==> src/verilog/tirp_regs.vh <==
// Register map, field positions and reset values of the timer and IR/PWM block
`ifndef TIRP_REGS_VH
`define TIRP_REGS_VH
// ----------------------------------------------------------------------
// Offsets
// ----------------------------------------------------------------------
`define TIRP_CMP_A_CTL 5'h08
`define TIRP_BC_CTL    5'h09
`define TIRP_IR_CTL    5'h0A
`define TIRP_MASK      5'h0F
`define TIRP_A_CNT     5'h15
`define TIRP_BL_CNT    5'h16
`define TIRP_BH_CNT    5'h17
`define TIRP_C_CNT     5'h18
`define TIRP_LOW_VAL   5'h19
`define TIRP_HIGH_VAL  5'h1A
`define TIRP_RATE      5'h1B
`define TIRP_STATUS    5'h1F
// ----------------------------------------------------------------------
// Fields and values
// ----------------------------------------------------------------------
`define TIRP_RST       8'h00
`define TIRP_EN        2
`define TIRP_TS        1
`define TIRP_TE        0
`define TIRP_B_HE      7
`define TIRP_B_EN      6
`define TIRP_B_TS      5
`define TIRP_B_TE      4
`define TIRP_SC_EN     7
`define TIRP_SC_LSB    4
`define TIRP_IRE       3
`define TIRP_HF        2
`define TIRP_LGP       1
`define TIRP_OUTE      0
`define TIRP_LS_EN     3
`define TIRP_LS_LSB    0
`define TIRP_FLAG_LSB  3
`define TIRP_FLAG_MSK  8'hF8
`define TIRP_VEC_HIGH  12'h018
`define TIRP_VEC_LOW   12'h01B
`define TIRP_VEC_NONE  12'h000
`endif

==> src/verilog/tirp_timers.v <==
// Three reloadable timers and the IR carrier / PWM waveform generator
`timescale 1ns/1ps
`include "tirp_regs.vh"
module tirp_timers (
  input  wire        sys_clk_i,
  input  wire        rst_n_i,
  input  wire [4:0]  addr_i,
  input  wire [7:0]  wdata_i,
  input  wire        wr_i,
  input  wire        rd_i,
  output wire [7:0]  rdata_o,
  input  wire        two_clock_mode_i,
  input  wire [2:0]  tmr_pin_i,
  output wire        ir_out_o,
  output wire [4:0]  irq_pending_o,
  output wire [11:0] irq_vector_o
);
  // ----------------------------------------------------------------------
  // Control and status registers
  // ----------------------------------------------------------------------
  reg [7:0]  a_ctl_reg;
  reg [7:0]  bc_ctl_reg;
  reg [7:0]  ir_ctl_reg;
  reg [7:0]  rate_reg;
  reg [7:0]  mask_reg;
  reg [7:0]  stat_reg;

  // ----------------------------------------------------------------------
  // Timer counts and presets
  // ----------------------------------------------------------------------
  reg [7:0]  a_cnt_reg;
  reg [7:0]  a_pre_reg;
  reg [7:0]  bl_cnt_reg;
  reg [7:0]  bl_pre_reg;
  reg [7:0]  bh_cnt_reg;
  reg [7:0]  bh_pre_reg;
  reg [7:0]  c_cnt_reg;
  reg [7:0]  c_pre_reg;

  // ----------------------------------------------------------------------
  // Waveform sequencer and output state
  // ----------------------------------------------------------------------
  reg [7:0]  low_val_reg;
  reg [7:0]  high_val_reg;
  reg [7:0]  hcnt_reg;
  reg [7:0]  lcnt_reg;
  reg [7:0]  pre_reg;
  reg [7:0]  rdata_reg;
  reg [7:0]  rdata_next;
  reg [7:0]  stat_next;
  reg [4:0]  pend_reg;
  reg [11:0] vec_reg;
  reg        run_reg;
  reg        phase_reg;
  reg        lgp_on_reg;
  reg        carrier_reg;
  reg        div_reg;
  reg        ir_out_reg;

  // ----------------------------------------------------------------------
  // Synchronisers and pin edges
  // ----------------------------------------------------------------------
  reg [1:0]  mode_sync_reg;
  reg [2:0]  s1_reg;
  reg [2:0]  s2_reg;
  reg [2:0]  s3_reg;
  wire [2:0] ext_edge;
  wire [2:0] edge_sel;

  // ----------------------------------------------------------------------
  // Timer clock and prescaler
  // ----------------------------------------------------------------------
  // Full rate in two-clock mode, every other cycle in four-clock mode
  wire tick = mode_sync_reg[1] | div_reg;

  // Scaled rate fires once every 2^(sel+1) ticks, or every tick when disabled
  function scale_hit;
    input       en;
    input [2:0] sel;
    input [7:0] p;
    reg   [7:0] m;
    begin
      m = (8'h02 << sel) - 8'h01;
      scale_hit = ~en | ((p & m) == m);
    end
  endfunction

  always @(posedge sys_clk_i or negedge rst_n_i) begin
    if (!rst_n_i) begin
      mode_sync_reg <= 2'b00;
      div_reg       <= 1'b0;
      pre_reg       <= `TIRP_RST;
    end else begin
      mode_sync_reg <= {mode_sync_reg[0], two_clock_mode_i};
      div_reg       <= ~div_reg;
      if (tick) begin
        pre_reg <= pre_reg + 8'h01;
      end
    end
  end

  // ----------------------------------------------------------------------
  // External count pins
  // ----------------------------------------------------------------------
  assign edge_sel = {bc_ctl_reg[`TIRP_TE], bc_ctl_reg[`TIRP_B_TE], a_ctl_reg[`TIRP_TE]};

  genvar gi;
  generate
    for (gi = 0; gi < 3; gi = gi + 1) begin : g_pin
      always @(posedge sys_clk_i or negedge rst_n_i) begin
        if (!rst_n_i) begin
          s1_reg[gi] <= 1'b0;
          s2_reg[gi] <= 1'b0;
          s3_reg[gi] <= 1'b0;
        end else begin
          s1_reg[gi] <= tmr_pin_i[gi];
          s2_reg[gi] <= s1_reg[gi];
          s3_reg[gi] <= s2_reg[gi];
        end
      end
      // Edge select 0 counts rising edges, 1 falling edges
      assign ext_edge[gi] = edge_sel[gi] ? (s3_reg[gi] & ~s2_reg[gi])
                                         : (~s3_reg[gi] & s2_reg[gi]);
    end
  endgenerate

  // ----------------------------------------------------------------------
  // Step, wrap and phase events
  // ----------------------------------------------------------------------
  wire wr_a    = wr_i & (addr_i == `TIRP_A_CNT);
  wire wr_bl   = wr_i & (addr_i == `TIRP_BL_CNT);
  wire wr_bh   = wr_i & (addr_i == `TIRP_BH_CNT);
  wire wr_c    = wr_i & (addr_i == `TIRP_C_CNT);
  wire ir_mode = ir_ctl_reg[`TIRP_HF] & ir_ctl_reg[`TIRP_IRE];
  wire b16     = bc_ctl_reg[`TIRP_B_HE];
  wire low_gating_select     = ir_ctl_reg[`TIRP_LGP];

  wire a_step = a_ctl_reg[`TIRP_EN] & (a_ctl_reg[`TIRP_TS] ? ext_edge[0] : tick);
  wire a_wrap = a_step & (a_cnt_reg == 8'hFF);
  wire b_step = bc_ctl_reg[`TIRP_B_EN] & (bc_ctl_reg[`TIRP_B_TS] ? ext_edge[1] : tick);
  wire b_lo_ff = b_step & (bl_cnt_reg == 8'hFF);
  wire b_wrap = b_lo_ff & (~b16 | (bh_cnt_reg == 8'hFF));
  wire c_hit  = tick & scale_hit(ir_ctl_reg[`TIRP_SC_EN], ir_ctl_reg[6:`TIRP_SC_LSB], pre_reg);
  wire c_step = ~ir_mode & bc_ctl_reg[`TIRP_EN] & (bc_ctl_reg[`TIRP_TS] ? ext_edge[2] : c_hit);
  wire c_wrap = c_step & (c_cnt_reg == 8'hFF);
  wire h_hit  = tick & scale_hit(rate_reg[`TIRP_SC_EN], rate_reg[6:`TIRP_SC_LSB], pre_reg);
  wire l_hit  = tick & scale_hit(rate_reg[`TIRP_LS_EN], rate_reg[2:`TIRP_LS_LSB], pre_reg);
  wire h_under = run_reg & phase_reg & ~low_gating_select & h_hit & (hcnt_reg == 8'h00);
  wire l_under = run_reg & ~phase_reg & l_hit & (lcnt_reg == 8'h00);

  // ----------------------------------------------------------------------
  // Timer A
  // ----------------------------------------------------------------------
  // Count and preset load together, so a write restarts the period
  always @(posedge sys_clk_i or negedge rst_n_i) begin
    if (!rst_n_i) begin
      a_cnt_reg <= `TIRP_RST;
      a_pre_reg <= `TIRP_RST;
    end else if (wr_a) begin
      a_cnt_reg <= wdata_i;
      a_pre_reg <= wdata_i;
    end else if (a_wrap) begin
      a_cnt_reg <= a_pre_reg;
    end else if (a_step) begin
      a_cnt_reg <= a_cnt_reg + 8'h01;
    end
  end

  // ----------------------------------------------------------------------
  // Timer B, low byte and chained high byte
  // ----------------------------------------------------------------------
  // In 8-bit mode the high byte keeps its written value and never steps
  always @(posedge sys_clk_i or negedge rst_n_i) begin
    if (!rst_n_i) begin
      bl_cnt_reg <= `TIRP_RST;
      bl_pre_reg <= `TIRP_RST;
      bh_cnt_reg <= `TIRP_RST;
      bh_pre_reg <= `TIRP_RST;
    end else begin
      if (wr_bl) begin
        bl_cnt_reg <= wdata_i;
        bl_pre_reg <= wdata_i;
      end else if (b_wrap) begin
        bl_cnt_reg <= bl_pre_reg;
      end else if (b_step) begin
        bl_cnt_reg <= bl_cnt_reg + 8'h01;
      end
      if (wr_bh) begin
        bh_cnt_reg <= wdata_i;
        bh_pre_reg <= wdata_i;
      end else if (b_wrap & b16) begin
        bh_cnt_reg <= bh_pre_reg;
      end else if (b_lo_ff & b16) begin
        bh_cnt_reg <= bh_cnt_reg + 8'h01;
      end
    end
  end

  // ----------------------------------------------------------------------
  // Timer C and carrier
  // ----------------------------------------------------------------------
  // In IR mode the count runs down from the preset and each pass through
  // zero flips the carrier, so a half period is (1 + preset) scaled ticks
  always @(posedge sys_clk_i or negedge rst_n_i) begin
    if (!rst_n_i) begin
      c_cnt_reg   <= `TIRP_RST;
      c_pre_reg   <= `TIRP_RST;
      carrier_reg <= 1'b0;
    end else if (wr_c) begin
      c_cnt_reg <= wdata_i;
      c_pre_reg <= wdata_i;
    end else if (ir_mode) begin
      if (c_hit) begin
        if (c_cnt_reg == 8'h00) begin
          c_cnt_reg   <= c_pre_reg;
          carrier_reg <= ~carrier_reg;
        end else begin
          c_cnt_reg <= c_cnt_reg - 8'h01;
        end
      end
    end else begin
      carrier_reg <= 1'b0;
      if (c_wrap) begin
        c_cnt_reg <= c_pre_reg;
      end else if (c_step) begin
        c_cnt_reg <= c_cnt_reg + 8'h01;
      end
    end
  end

  // ----------------------------------------------------------------------
  // High-time / low-time sequencer
  // ----------------------------------------------------------------------
  // Clearing IR enable only stops the run at the underflow ending a segment,
  // so a steady-level pulse is never cut short; with HF set the carrier is cleared at once
  always @(posedge sys_clk_i or negedge rst_n_i) begin
    if (!rst_n_i) begin
      run_reg    <= 1'b0;
      phase_reg  <= 1'b0;
      lgp_on_reg <= 1'b0;
      hcnt_reg   <= `TIRP_RST;
      lcnt_reg   <= `TIRP_RST;
    end else if (!run_reg) begin
      if (ir_ctl_reg[`TIRP_IRE]) begin
        run_reg    <= 1'b1;
        phase_reg  <= 1'b1;
        lgp_on_reg <= 1'b1;
        hcnt_reg   <= high_val_reg;
        lcnt_reg   <= low_val_reg;
      end
    end else if (phase_reg) begin
      if (low_gating_select) begin
        phase_reg <= 1'b0;
        lcnt_reg  <= low_val_reg;
      end else if (h_under) begin
        phase_reg <= 1'b0;
        lcnt_reg  <= low_val_reg;
        run_reg   <= ir_ctl_reg[`TIRP_IRE];
      end else if (h_hit) begin
        hcnt_reg <= hcnt_reg - 8'h01;
      end
    end else if (l_under) begin
      if (low_gating_select) begin
        lgp_on_reg <= ~lgp_on_reg;
        lcnt_reg   <= low_val_reg;
        run_reg    <= ir_ctl_reg[`TIRP_IRE];
      end else begin
        phase_reg <= 1'b1;
        hcnt_reg  <= high_val_reg;
      end
    end else if (l_hit) begin
      lcnt_reg <= lcnt_reg - 8'h01;
    end
  end

  // Active segment carries the carrier or a steady high level
  wire seg_on  = low_gating_select ? (~phase_reg & lgp_on_reg) : phase_reg;
  wire wave_on = seg_on & (ir_ctl_reg[`TIRP_HF] ? carrier_reg : 1'b1);

  // ----------------------------------------------------------------------
  // Status flags
  // ----------------------------------------------------------------------
  always @* begin
    stat_next = stat_reg;
    if (wr_i && (addr_i == `TIRP_STATUS)) begin
      stat_next = wdata_i & `TIRP_FLAG_MSK;
    end
    // Hardware set wins over a software write in the same cycle
    stat_next = stat_next | {l_under, h_under, c_wrap, b_wrap, a_wrap, 3'b000};
  end

  // ----------------------------------------------------------------------
  // Read-back multiplexer
  // ----------------------------------------------------------------------
  always @* begin
    rdata_next = 8'h00;
    if (addr_i == `TIRP_CMP_A_CTL) begin
      rdata_next = a_ctl_reg;
    end else if (addr_i == `TIRP_BC_CTL) begin
      rdata_next = bc_ctl_reg;
    end else if (addr_i == `TIRP_IR_CTL) begin
      rdata_next = ir_ctl_reg;
    end else if (addr_i == `TIRP_MASK) begin
      rdata_next = mask_reg;
    end else if (addr_i == `TIRP_A_CNT) begin
      rdata_next = a_cnt_reg;
    end else if (addr_i == `TIRP_BL_CNT) begin
      rdata_next = bl_cnt_reg;
    end else if (addr_i == `TIRP_BH_CNT) begin
      rdata_next = bh_cnt_reg;
    end else if (addr_i == `TIRP_C_CNT) begin
      rdata_next = ir_mode ? c_pre_reg : c_cnt_reg;
    end else if (addr_i == `TIRP_LOW_VAL) begin
      rdata_next = low_val_reg;
    end else if (addr_i == `TIRP_HIGH_VAL) begin
      rdata_next = high_val_reg;
    end else if (addr_i == `TIRP_RATE) begin
      rdata_next = rate_reg;
    end else if (addr_i == `TIRP_STATUS) begin
      rdata_next = stat_reg;
    end
  end

  // ----------------------------------------------------------------------
  // Register writes and registered outputs
  // ----------------------------------------------------------------------
  always @(posedge sys_clk_i or negedge rst_n_i) begin
    if (!rst_n_i) begin
      a_ctl_reg    <= `TIRP_RST;
      bc_ctl_reg   <= `TIRP_RST;
      ir_ctl_reg   <= `TIRP_RST;
      rate_reg     <= `TIRP_RST;
      mask_reg     <= `TIRP_RST;
      stat_reg     <= `TIRP_RST;
      low_val_reg  <= `TIRP_RST;
      high_val_reg <= `TIRP_RST;
      rdata_reg    <= `TIRP_RST;
      pend_reg     <= 5'h00;
      vec_reg      <= `TIRP_VEC_NONE;
      ir_out_reg   <= 1'b0;
    end else begin
      stat_reg <= stat_next;
      if (wr_i) begin
        if (addr_i == `TIRP_CMP_A_CTL) begin
          a_ctl_reg <= {5'h00, wdata_i[2:0]};
        end else if (addr_i == `TIRP_BC_CTL) begin
          bc_ctl_reg <= {wdata_i[7:4], 1'b0, wdata_i[2:0]};
        end else if (addr_i == `TIRP_IR_CTL) begin
          ir_ctl_reg <= wdata_i;
        end else if (addr_i == `TIRP_MASK) begin
          mask_reg <= wdata_i & `TIRP_FLAG_MSK;
        end else if (addr_i == `TIRP_LOW_VAL) begin
          low_val_reg <= wdata_i;
        end else if (addr_i == `TIRP_HIGH_VAL) begin
          high_val_reg <= wdata_i;
        end else if (addr_i == `TIRP_RATE) begin
          rate_reg <= wdata_i;
        end
      end
      rdata_reg  <= rd_i ? rdata_next : 8'h00;
      pend_reg   <= stat_reg[7:3] & mask_reg[7:3];
      // Registered pin level hides phase and carrier switching glitches
      ir_out_reg <= ir_ctl_reg[`TIRP_OUTE] & run_reg & wave_on;
      // High-time request wins when both are pending
      if (stat_reg[6] & mask_reg[6]) begin
        vec_reg <= `TIRP_VEC_HIGH;
      end else if (stat_reg[7] & mask_reg[7]) begin
        vec_reg <= `TIRP_VEC_LOW;
      end else begin
        vec_reg <= `TIRP_VEC_NONE;
      end
    end
  end

  assign rdata_o       = rdata_reg;
  assign ir_out_o      = ir_out_reg;
  assign irq_pending_o = pend_reg;
  assign irq_vector_o  = vec_reg;

endmodule // tirp_timers
==> config.mk <==
export PLATFORM = sky130hd
export DESIGN_NAME = tirp_timers
export DESIGN_NICKNAME = d
export VERILOG_FILES = /design/src/verilog/tirp_timers.v
export VERILOG_INCLUDE_DIRS = /design/src /design/src/verilog
export SDC_FILE = /design/constraint.sdc
export NUM_CORES = 1
export LEC_CHECK = 0
export BUFFER_PORTS_ARGS = -buffer_cell sky130_fd_sc_hd__buf_2
export CORE_UTILIZATION = 24
export DETAILED_ROUTE_END_ITERATION = 6
export GPL_ROUTABILITY_DRIVEN = 0
export HOLD_SLACK_MARGIN = 0.08
export PLACE_DENSITY = 0.45
export SKIP_CTS_REPAIR_TIMING = 1
export SYNTH_ARGS = -nofsm -noshare
export SYNTH_HDL_FRONTEND = slang
export SYNTH_SLANG_ARGS = --single-unit
==> constraint.sdc <==
create_clock -name sys_clk_i -period 2.35 [get_ports sys_clk_i]
set_clock_uncertainty 0.1 [all_clocks]
set_input_delay 0.235 -clock sys_clk_i [delete_from_list [all_inputs] [get_ports sys_clk_i]]
set_output_delay 0.235 -clock sys_clk_i [all_outputs]
set_load 0.1 [all_outputs]
==> results of run 1 <==
[worst min-delay path by stage]
stage,from,endpoint,slack (ps),cells after the start
after floorplan,rst_n_i,a_cnt_reg[0],-160,0
after global placement,rst_n_i,lgp_on_reg,90,1
after detailed placement,rst_n_i,lgp_on_reg,90,1
after CTS,rst_n_i,run_reg,-390,1
after global routing,wdata_i[6],bl_pre_reg[6],110,3
final,wdata_i[3],a_pre_reg[3],110,3
[cell usage after synthesis, drive strengths merged (9+ instances only)]
cell / instances
mux2: 56
inv: 33
a31oi: 15
nand2b: 15
dfrtp: 172
clkbuf: 48
nand4: 12
a22o: 9
xnor2: 12
nor3: 16
and3: 23
buf: 23
o211ai: 10
ha: 10
nor2: 58
nand2: 158
nand3: 28
a21oi: 55
a22oi: 10
o21ai: 85
a221o: 10
mux2i: 19
[cell families (layout without fill, tap and decap cells)]
family / Yosys count / after routing / share of synthesized area (%)
fa+ha+maj: 10 / 10 / 1.32
simple gates: 365 / 365 / 18.6
buf+inv: 104 / 233 / 4.67
other cells: 1 / 8 / 0.0396
compound gates: 276 / 276 / 19.5
xor+xnor: 19 / 19 / 1.76
flops: 172 / 172 / 45.4
mux: 75 / 75 / 8.66
[area by class of cell]
cell class / count / area (um2) / area share, %
flip-flops and latches: 172 / 4310 / 36.5
repair buffers: 168 / 1220 / 10.4
inverters: 33 / 124 / 1.05
clock buffers: 17 / 425 / 3.61
clock inverters: 15 / 171 / 1.45
multi-input cells: 753 / 4890 / 41.5
well taps: 518 / 648 / 5.49
[per-stage QoR]
step / util (%) / setup TNS [ps]
2_1_floorplan: - / -593
3_3_place_gp: 28.1 / -1480
3_5_place_dp: 28.1 / -2050
4_1_cts: 29.7 / -2610
5_1_grt: 30.4 / -2540
6_report: 30.4 / -1760
[worst max-delay path, delay by kind of cell (launching register included)]
family / cells / cell delay, ps
fa+ha+maj: 1 / 120
flops: 1 / 390
buf+inv: 2 / 260
compound gates: 5 / 730
simple gates: 2 / 870
[metal layers]
layer	global-route usage [%]	share of wire, %
met4	5.04	2.0
met1	21.7	47
met5	0	0.042
met3	2.31	3.5
met2	24.8	47
[where the power goes]
| group | switching (mW) | total, mW | internal (mW) |
|---|---|---|---|
| clock network | 1.40 | 2.93 | 1.52 |
| logic | 2.77 | 5.04 | 2.26 |
| registers | 0.786 | 4.50 | 3.72 |
| total | 4.96 | 12.5 | 7.50 |
==> results.json, run 1 <==
{
  "clk_path_buf_depth": 2,
  "avgSynthCellArea_um2": 9.27,
  "grt_max_degree": 59,
  "relSlewSlack_pct": 62.4,
  "layout.cells.non_filler": 1676,
  "reg2reg_slack_ps": -240,
  "crit_required_ps": 2590,
  "rsz0062_at_grt": "yes",
  "die_w_um": 201,
  "grt_pass1_vias": 8009,
  "worst_hold_slack_ps": 112,
  "setup_viol": 9,
  "start_kind": "flop",
  "timing.rr.start": "hcnt_reg[0]",
  "grt_pass1_wl_mm": 48.1,
  "cp.arrival_ps": 2830,
  "dp_hpwl_mm": 22.5,
  "wirelength_mm": 31.3,
  "dpl-instance-area_mm2": 0.0109,
  "avgViaCountPerCell": 4.95,
  "critPathSlowestCell": "or4_4",
  "yosysTopAreaCellShare_pct": 45.4,
  "fin_nets": 1176,
  "worst-path-max-fanout": 4,
  "antenna_cells": 0,
  "cp-endpoint": "lcnt_reg[3]",
  "design_area_mm2": 0.0118,
  "io_buffer_count": 38,
  "synth_edf_count": 0,
  "ys_top_cells_by_area": "dfrtp_1 45%, mux2_2 6.7%, nand2_1 6.3%, o21ai_0 4.2%, a21oi_1 2.9%",
  "max-vdd-ir-drop_v": 0.000360,
  "cts-buffers-inserted": 17,
  "power_mw": 12.5,
  "clock-root-buffer": "clkbuf_16",
  "yosysUniqueCellTypes": 73,
  "cts_tree": "yes",
  "overflow": 0,
  "final_common_cell": "dfrtp_1",
  "status": "finished, violations left",
  "fillerInstances": 4056,
  "criticalPathCategory": "reg2reg",
  "ant_nets": 0,
  "synthesis.area_mm2": 0.00948,
  "finalCriticalPeriod_ps": 2590,
  "vias": 8291,
  "initial_core_util_pct": 24.4,
  "drt_pass1_iterations": 5,
  "htreeDepth": 4,
  "fmax_ghz": 0.386,
  "endpoint_kind": "flop",
  "core-area_mm2": 0.0388,
  "powerDensity_mw_per_mm2": 1060,
  "die_area_mm2": 0.0403,
  "violations": "setup timing",
  "ys_seq_area_share_pct": 45.4,
  "drive_above_1_share_pct": 26.0,
  "reg2regPathDepth": 10,
  "r2r_end": "lcnt_reg[3]",
  "synth_ff_type": "dfrtp_1",
  "async_flop_share_pct": 100,
  "placed_cells": 1625,
  "die_y_um": 201,
  "crit_path_max_incr_delay_ps": 490,
  "rows": 72,
  "syn_inst": 1022,
  "grtUsageTotal_pct": 15.6,
  "drv_slew": 0,
  "synth_area_leader_cell": "dfrtp_1",
  "drtIter0Drc": 541,
  "crit_start": "hcnt_reg[0]",
  "clk_pin_slew_ps": 80,
  "max-cap-violations": 0,
  "insertion_delay_ps": 450,
  "worst_pin_slew_ps": 563,
  "cts.sinks": 172,
  "hold_class": "in2reg",
  "pre_cts_ws_ps": -230,
  "mostFrequentLayoutCells": "168 x dfrtp_1, 158 x nand2_1, 118 x buf_4, 74 x o21ai_0",
  "period_share_pct": 110,
  "antenna_found_initial": 1,
  "setup_ws_ps": -241,
  "drc": 0,
  "ys_ff_latch": 172,
  "io_pins": 47,
  "leakagePower_nw": 5.33,
  "syn2layout_area_growth_pct": 24.5,
  "finalHoldViolCount": 0,
  "avgRoutedWirePerCell_um": 18.7,
  "ys_warn_count": 0,
  "crit_chain": "inv_2 -> ha_4 -> or3b_4 -> or4_4 -> a21oi_2 -> a41oi_2 -> a211oi_4 -> buf_2 -> o21ai_1 -> a22o_1"
}
Power figures use the tool's default switching activity.
==> run 2, diff against run 1 <==
--- a/config.mk
+++ b/config.mk
@@ -7,11 +7,12 @@
 export NUM_CORES = 1
 export LEC_CHECK = 0
 export BUFFER_PORTS_ARGS = -buffer_cell sky130_fd_sc_hd__buf_2
-export CORE_UTILIZATION = 24
+export CORE_ASPECT_RATIO = 2
+export CORE_UTILIZATION = 51
 export DETAILED_ROUTE_END_ITERATION = 6
 export GPL_ROUTABILITY_DRIVEN = 0
 export HOLD_SLACK_MARGIN = 0.08
-export PLACE_DENSITY = 0.45
+export PLACE_DENSITY = 0.77
 export SKIP_CTS_REPAIR_TIMING = 1
 export SYNTH_ARGS = -nofsm -noshare
 export SYNTH_HDL_FRONTEND = slang
==> run 2 against run 1 <==
  * The run ends with DRC, setup timing left
  * Die area down 52%
  * Register-to-register slack about the same
  * Clock power about the same
  * Worst hold slack better by 6.8 ps
  * Non-clock buffer count down 18
  * Clock-buffer cell count up 3
  * Design area down 4.3%
  * Global-route usage up 16 points
  * First-iteration DRC count up 73%
  * Setup slack better by 6.7 ps
  * Critical endpoint is now lcnt_reg[5]
  * Largest power group unchanged
  * Highest routed layer is now met4
==> results.json, run 2 (synthesized netlist as in run 1, its figures left out) <==
{
  "status": "finished, violations left",
  "violations": "DRC, setup timing",
  "powerDensity_mw_per_mm2": 1110,
  "overflow": 0,
  "pre_cts_ws_ps": -287,
  "drv_slew": 0,
  "syn2layout_area_growth_pct": 19.2,
  "start_kind": "flop",
  "io_buffer_count": 38,
  "power_mw": 12.5,
  "crit_start": "hcnt_reg[4]",
  "critPathSlowestCell": "or4_4",
  "rows": 70,
  "max-vdd-ir-drop_v": 0.000525,
  "crit_path_max_incr_delay_ps": 570,
  "vias": 8731,
  "drtIter0Drc": 938,
  "grt_pass1_vias": 8646,
  "multi_input_area_mm2": 0.00489,
  "die_area_mm2": 0.0192,
  "grtUsageTotal_pct": 31.8,
  "mostFrequentLayoutCells": "171 x dfrtp_1, 157 x nand2_1, 100 x buf_4, 75 x o21ai_0, 57 x nor2_1",
  "drt_pass1_iterations": 7,
  "criticalPathCategory": "reg2reg",
  "final_common_cell": "dfrtp_1",
  "fin_nets": 1158,
  "grt_pass1_wl_mm": 46.0,
  "clk_pin_slew_ps": 70,
  "rsz0062_at_grt": "yes",
  "clk_path_buf_depth": 2,
  "insertion_delay_ps": 430,
  "register_area_mm2": 0.00431,
  "die_y_um": 195,
  "hold_class": "in2reg",
  "core-area_mm2": 0.0182,
  "htreeDepth": 4,
  "crit_chain": "or4_4 -> or4_4 -> a21oi_2 -> a41oi_2 -> a211oi_4 -> buf_6 -> o21ai_2 -> a22o_1",
  "ant_nets": 0,
  "grt_max_degree": 64,
  "timing.hold.worst.start": "wdata_i[7]",
  "cts_tree": "yes",
  "antenna_found_initial": 0,
  "finalHoldViolCount": 0,
  "antenna_cells": 0,
  "endpoint_kind": "flop",
  "cts-buffers-inserted": 17,
  "dpl-instance-area_mm2": 0.0105,
  "period_share_pct": 110,
  "post-route-util_pct": 62.0,
  "avgRoutedWirePerCell_um": 21.7,
  "drc": 13,
  "io_pins": 47,
  "setup_viol": 8,
  "design_area_mm2": 0.0113,
  "avgViaCountPerCell": 6.44,
  "crit_required_ps": 2570,
  "leakagePower_nw": 5.25,
  "max-cap-violations": 0,
  "fillerInstances": 1446,
  "worst-path-max-fanout": 5,
  "die_w_um": 98.4,
  "initial_core_util_pct": 52.0,
  "wirelength_mm": 29.5,
  "cp.arrival_ps": 2800,
  "dp_hpwl_mm": 21.0,
  "crit_top_cell": "or4_4",
  "drive_above_1_share_pct": 24.6,
  "clock-root-buffer": "clkbuf_16",
  "fmax_ghz": 0.387,
  "cts.sinks": 172,
  "setup_ws_ps": -235,
  "worst_pin_slew_ps": 565,
  "fin_tns_setup_ps": -1650,
  "finalCriticalPeriod_ps": 2580,
  "relSlewSlack_pct": 62.2,
  "timing.rr.start": "hcnt_reg[4]"
}
## run 2: report_power, final
group          internal [mW]  switching, mW  leakage, nW
registers               3.72          0.795         2.14
logic                   2.22           2.87         2.82
clock network           1.71           1.21        0.288
total                   7.64           4.87         5.25
## run 2: routing by layer
metal / GRT usage [%] / vias to the layer above / routed length, um
met5: 0 / - / 0
met4: 25.0 / 0 / 2410
met3: 6.01 / 153 / 1790
met2: 55.2 / 447 / 15100
met1: 33.2 / 4236 / 10100
li1: - / 3895 / -
## run 2: layout make-up
| class | instances | area share [%] |
|---|---|---|
| repair buffers | 150 | 9.67 |
| clock buffers | 20 | 3.95 |
| flip-flops and latches | 172 | 38.1 |
| clock inverters | 12 | 1.43 |
| multi-input cells | 753 | 43.3 |
| well taps | 216 | 2.39 |
| inverters | 33 | 1.10 |
## run 2: through the flow
step	cells	hold slack, ps
floorplan	1029	-161
global placement	1312	50.9
detailed placement	1312	54.1
CTS	1344	-406
global route	1356	113
finish	1356	119
## run 2: worst paths after layout
check,end,slack [ps],cells after the start
hold reg to reg,s2_reg[2],260,0
max in group asynchronous,pre_reg[2],1330,3
setup / recovery,lcnt_reg[5],-230,8
setup reg to reg,lcnt_reg[5],-230,8
min in group asynchronous,lcnt_reg[3],150,2
hold / removal,a_pre_reg[7],120,3
## run 2: worst max-delay path, delay by kind of cell (launching register included)
family / cells / cell delay, ps
flops: 1 / 380
buf+inv: 1 / 170
compound gates: 5 / 750
simple gates: 2 / 1070
==> run 3, diff against run 2 <==
--- a/config.mk
+++ b/config.mk
@@ -8,11 +8,11 @@
 export LEC_CHECK = 0
 export BUFFER_PORTS_ARGS = -buffer_cell sky130_fd_sc_hd__buf_2
 export CORE_ASPECT_RATIO = 2
-export CORE_UTILIZATION = 51
+export CORE_UTILIZATION = 40
 export DETAILED_ROUTE_END_ITERATION = 6
 export GPL_ROUTABILITY_DRIVEN = 0
 export HOLD_SLACK_MARGIN = 0.08
-export PLACE_DENSITY = 0.77
+export PLACE_DENSITY = 0.64
 export SKIP_CTS_REPAIR_TIMING = 1
 export SYNTH_ARGS = -nofsm -noshare
 export SYNTH_HDL_FRONTEND = slang
==> run 3 against run 2 <==
  * The run ends with setup timing left
  * Global-route usage down 6.8 points
  * Power rose by 0.38%
  * Worst hold slack lost 2.3 ps
  * Sequential power about the same
  * Via count is 1.2% lower
  * Non-clock buffer count rose by 20
  * Die area increased by 27%
  * Routed wire length up 0.98%
  * Critical path depth grew 1
  * First-iteration DRC count decreased by 40%
  * Highest routed layer unchanged
==> results.json, run 3 (synthesized netlist as in run 1, its figures left out) <==
{
  "cp.arrival_ps": 2880,
  "grt_max_degree": 71,
  "worst-path-max-fanout": 4,
  "initial_core_util_pct": 40.8,
  "fin_nets": 1178,
  "max-vdd-ir-drop_v": 0.000810,
  "powerDensity_mw_per_mm2": 1090,
  "relSlewSlack_pct": 61.8,
  "htreeDepth": 4,
  "ant_nets": 0,
  "final_common_cell": "dfrtp_1",
  "insertion_delay_ps": 440,
  "start_kind": "flop",
  "setup_viol": 8,
  "clock-root-buffer": "clkbuf_16",
  "timing.rr.start": "hcnt_reg[3]",
  "overflow": 0,
  "crit_required_ps": 2570,
  "cts-buffers-inserted": 17,
  "mostFrequentLayoutCells": "166 x dfrtp_1, 158 x nand2_1, 115 x buf_4, 74 x o21ai_0, 57 x nor2_1",
  "clk_pin_slew_ps": 60,
  "r2r_end": "lcnt_reg[5]",
  "io_buffer_count": 38,
  "endpoint_kind": "flop",
  "rsz0062_at_grt": "yes",
  "avgRoutedWirePerCell_um": 20.6,
  "antenna_cells": 0,
  "status": "finished, violations left",
  "avgViaCountPerCell": 5.99,
  "fillerInstances": 2108,
  "worst_pin_slew_ps": 568,
  "reg2regPathDepth": 9,
  "drc": 0,
  "cts.sinks": 172,
  "fin_tns_setup_ps": -2090,
  "io_pins": 47,
  "violations": "setup timing",
  "vias": 8630,
  "syn2layout_area_growth_pct": 22.2,
  "worst_hold_slack_ps": 116,
  "hold_class": "in2reg",
  "leakagePower_nw": 5.35,
  "finalCriticalPeriod_ps": 2660,
  "cp-endpoint": "lcnt_reg[5]",
  "fmax_ghz": 0.377,
  "clk_path_buf_depth": 2,
  "grt_pass1_wl_mm": 46.3,
  "finalHoldViolCount": 0,
  "grtUsageTotal_pct": 25.0,
  "grt_pass1_vias": 8602,
  "criticalPathCategory": "reg2reg",
  "drt_pass1_iterations": 6,
  "core-area_mm2": 0.0232,
  "design_area_mm2": 0.0116,
  "setup_ws_ps": -305,
  "die_y_um": 220,
  "dp_hpwl_mm": 21.7,
  "antenna_found_initial": 0,
  "max-cap-violations": 0,
  "rows": 79,
  "die_w_um": 111,
  "post-route-util_pct": 49.8,
  "crit_start": "hcnt_reg[3]",
  "drtIter0Drc": 560,
  "die_area_mm2": 0.0243,
  "reg2reg_slack_ps": -310,
  "drive_above_1_share_pct": 26.3,
  "wirelength_mm": 29.8,
  "dpl-instance-area_mm2": 0.0107,
  "cts_tree": "yes",
  "period_share_pct": 113,
  "drv_slew": 0
}
## run 3: through the flow
stage | power (mW) | cells | worst slack (ps)
final | 12.6 | 1441 | -305
after global routing | 13.2 | 1441 | -333
after CTS | 12.2 | 1419 | -306
after detailed placement | 9.28 | 1389 | -283
after global placement | 9.18 | 1389 | -238
after floorplan | 7.49 | 1029 | -76.6
## run 3: worst min-delay path by stage
stage,from,endpoint,slack (ps),cells past startpoint
2_1_floorplan,rst_n_i,a_cnt_reg[0],-160,0
3_3_place_gp,rst_n_i,s1_reg[1],60,1
6_report,wdata_i[7],a_pre_reg[7],120,3
4_1_cts,rst_n_i,s1_reg[1],-400,1
3_5_place_dp,rst_n_i,s1_reg[1],60,1
5_1_grt,wdata_i[7],a_pre_reg[7],110,3
## run 3: routing by layer
| layer | vias to the layer above | routed length (um) | track usage [%] | part of all wire (%) |
|---|---|---|---|---|
| met5 | - | 0 | 0 | 0 |
| met4 | 0 | 2270 | 19.9 | 7.6 |
| met3 | 124 | 1320 | 4.26 | 4.4 |
| met2 | 323 | 15700 | 45.2 | 53 |
| met1 | 4256 | 10400 | 25.2 | 35 |
| li1 | 3927 | - | - | - |
## run 3: final cells by class
| class | count | area, um2 | share of cell area, % |
|---|---|---|---|
| Clock inverter | 5 | 82.6 | 0.713 |
| Inverter | 33 | 124 | 1.07 |
| Tap cell | 283 | 354 | 3.06 |
| Timing Repair Buffer | 170 | 1290 | 11.2 |
| Multi-Input combinational cell | 753 | 4910 | 42.4 |
| Clock buffer | 25 | 505 | 4.37 |
| Sequential cell | 172 | 4310 | 37.2 |
## run 3: where the power goes
group	total, mW	switching, mW	internal (mW)
Clock	2.85	1.15	1.70
Sequential	4.53	0.810	3.72
Combinational	5.18	2.82	2.37
Total	12.6	4.78	7.79
## run 3: critical path: stages (launching register included)
cell      delay (ps)
dfrtp_1          370
or4_4            580
or4_4            500
a21oi_2          170
a41oi_2           60
a211oi_4         230
buf_12           150
buf_12           100
o21ai_1           60
a22o_1           210
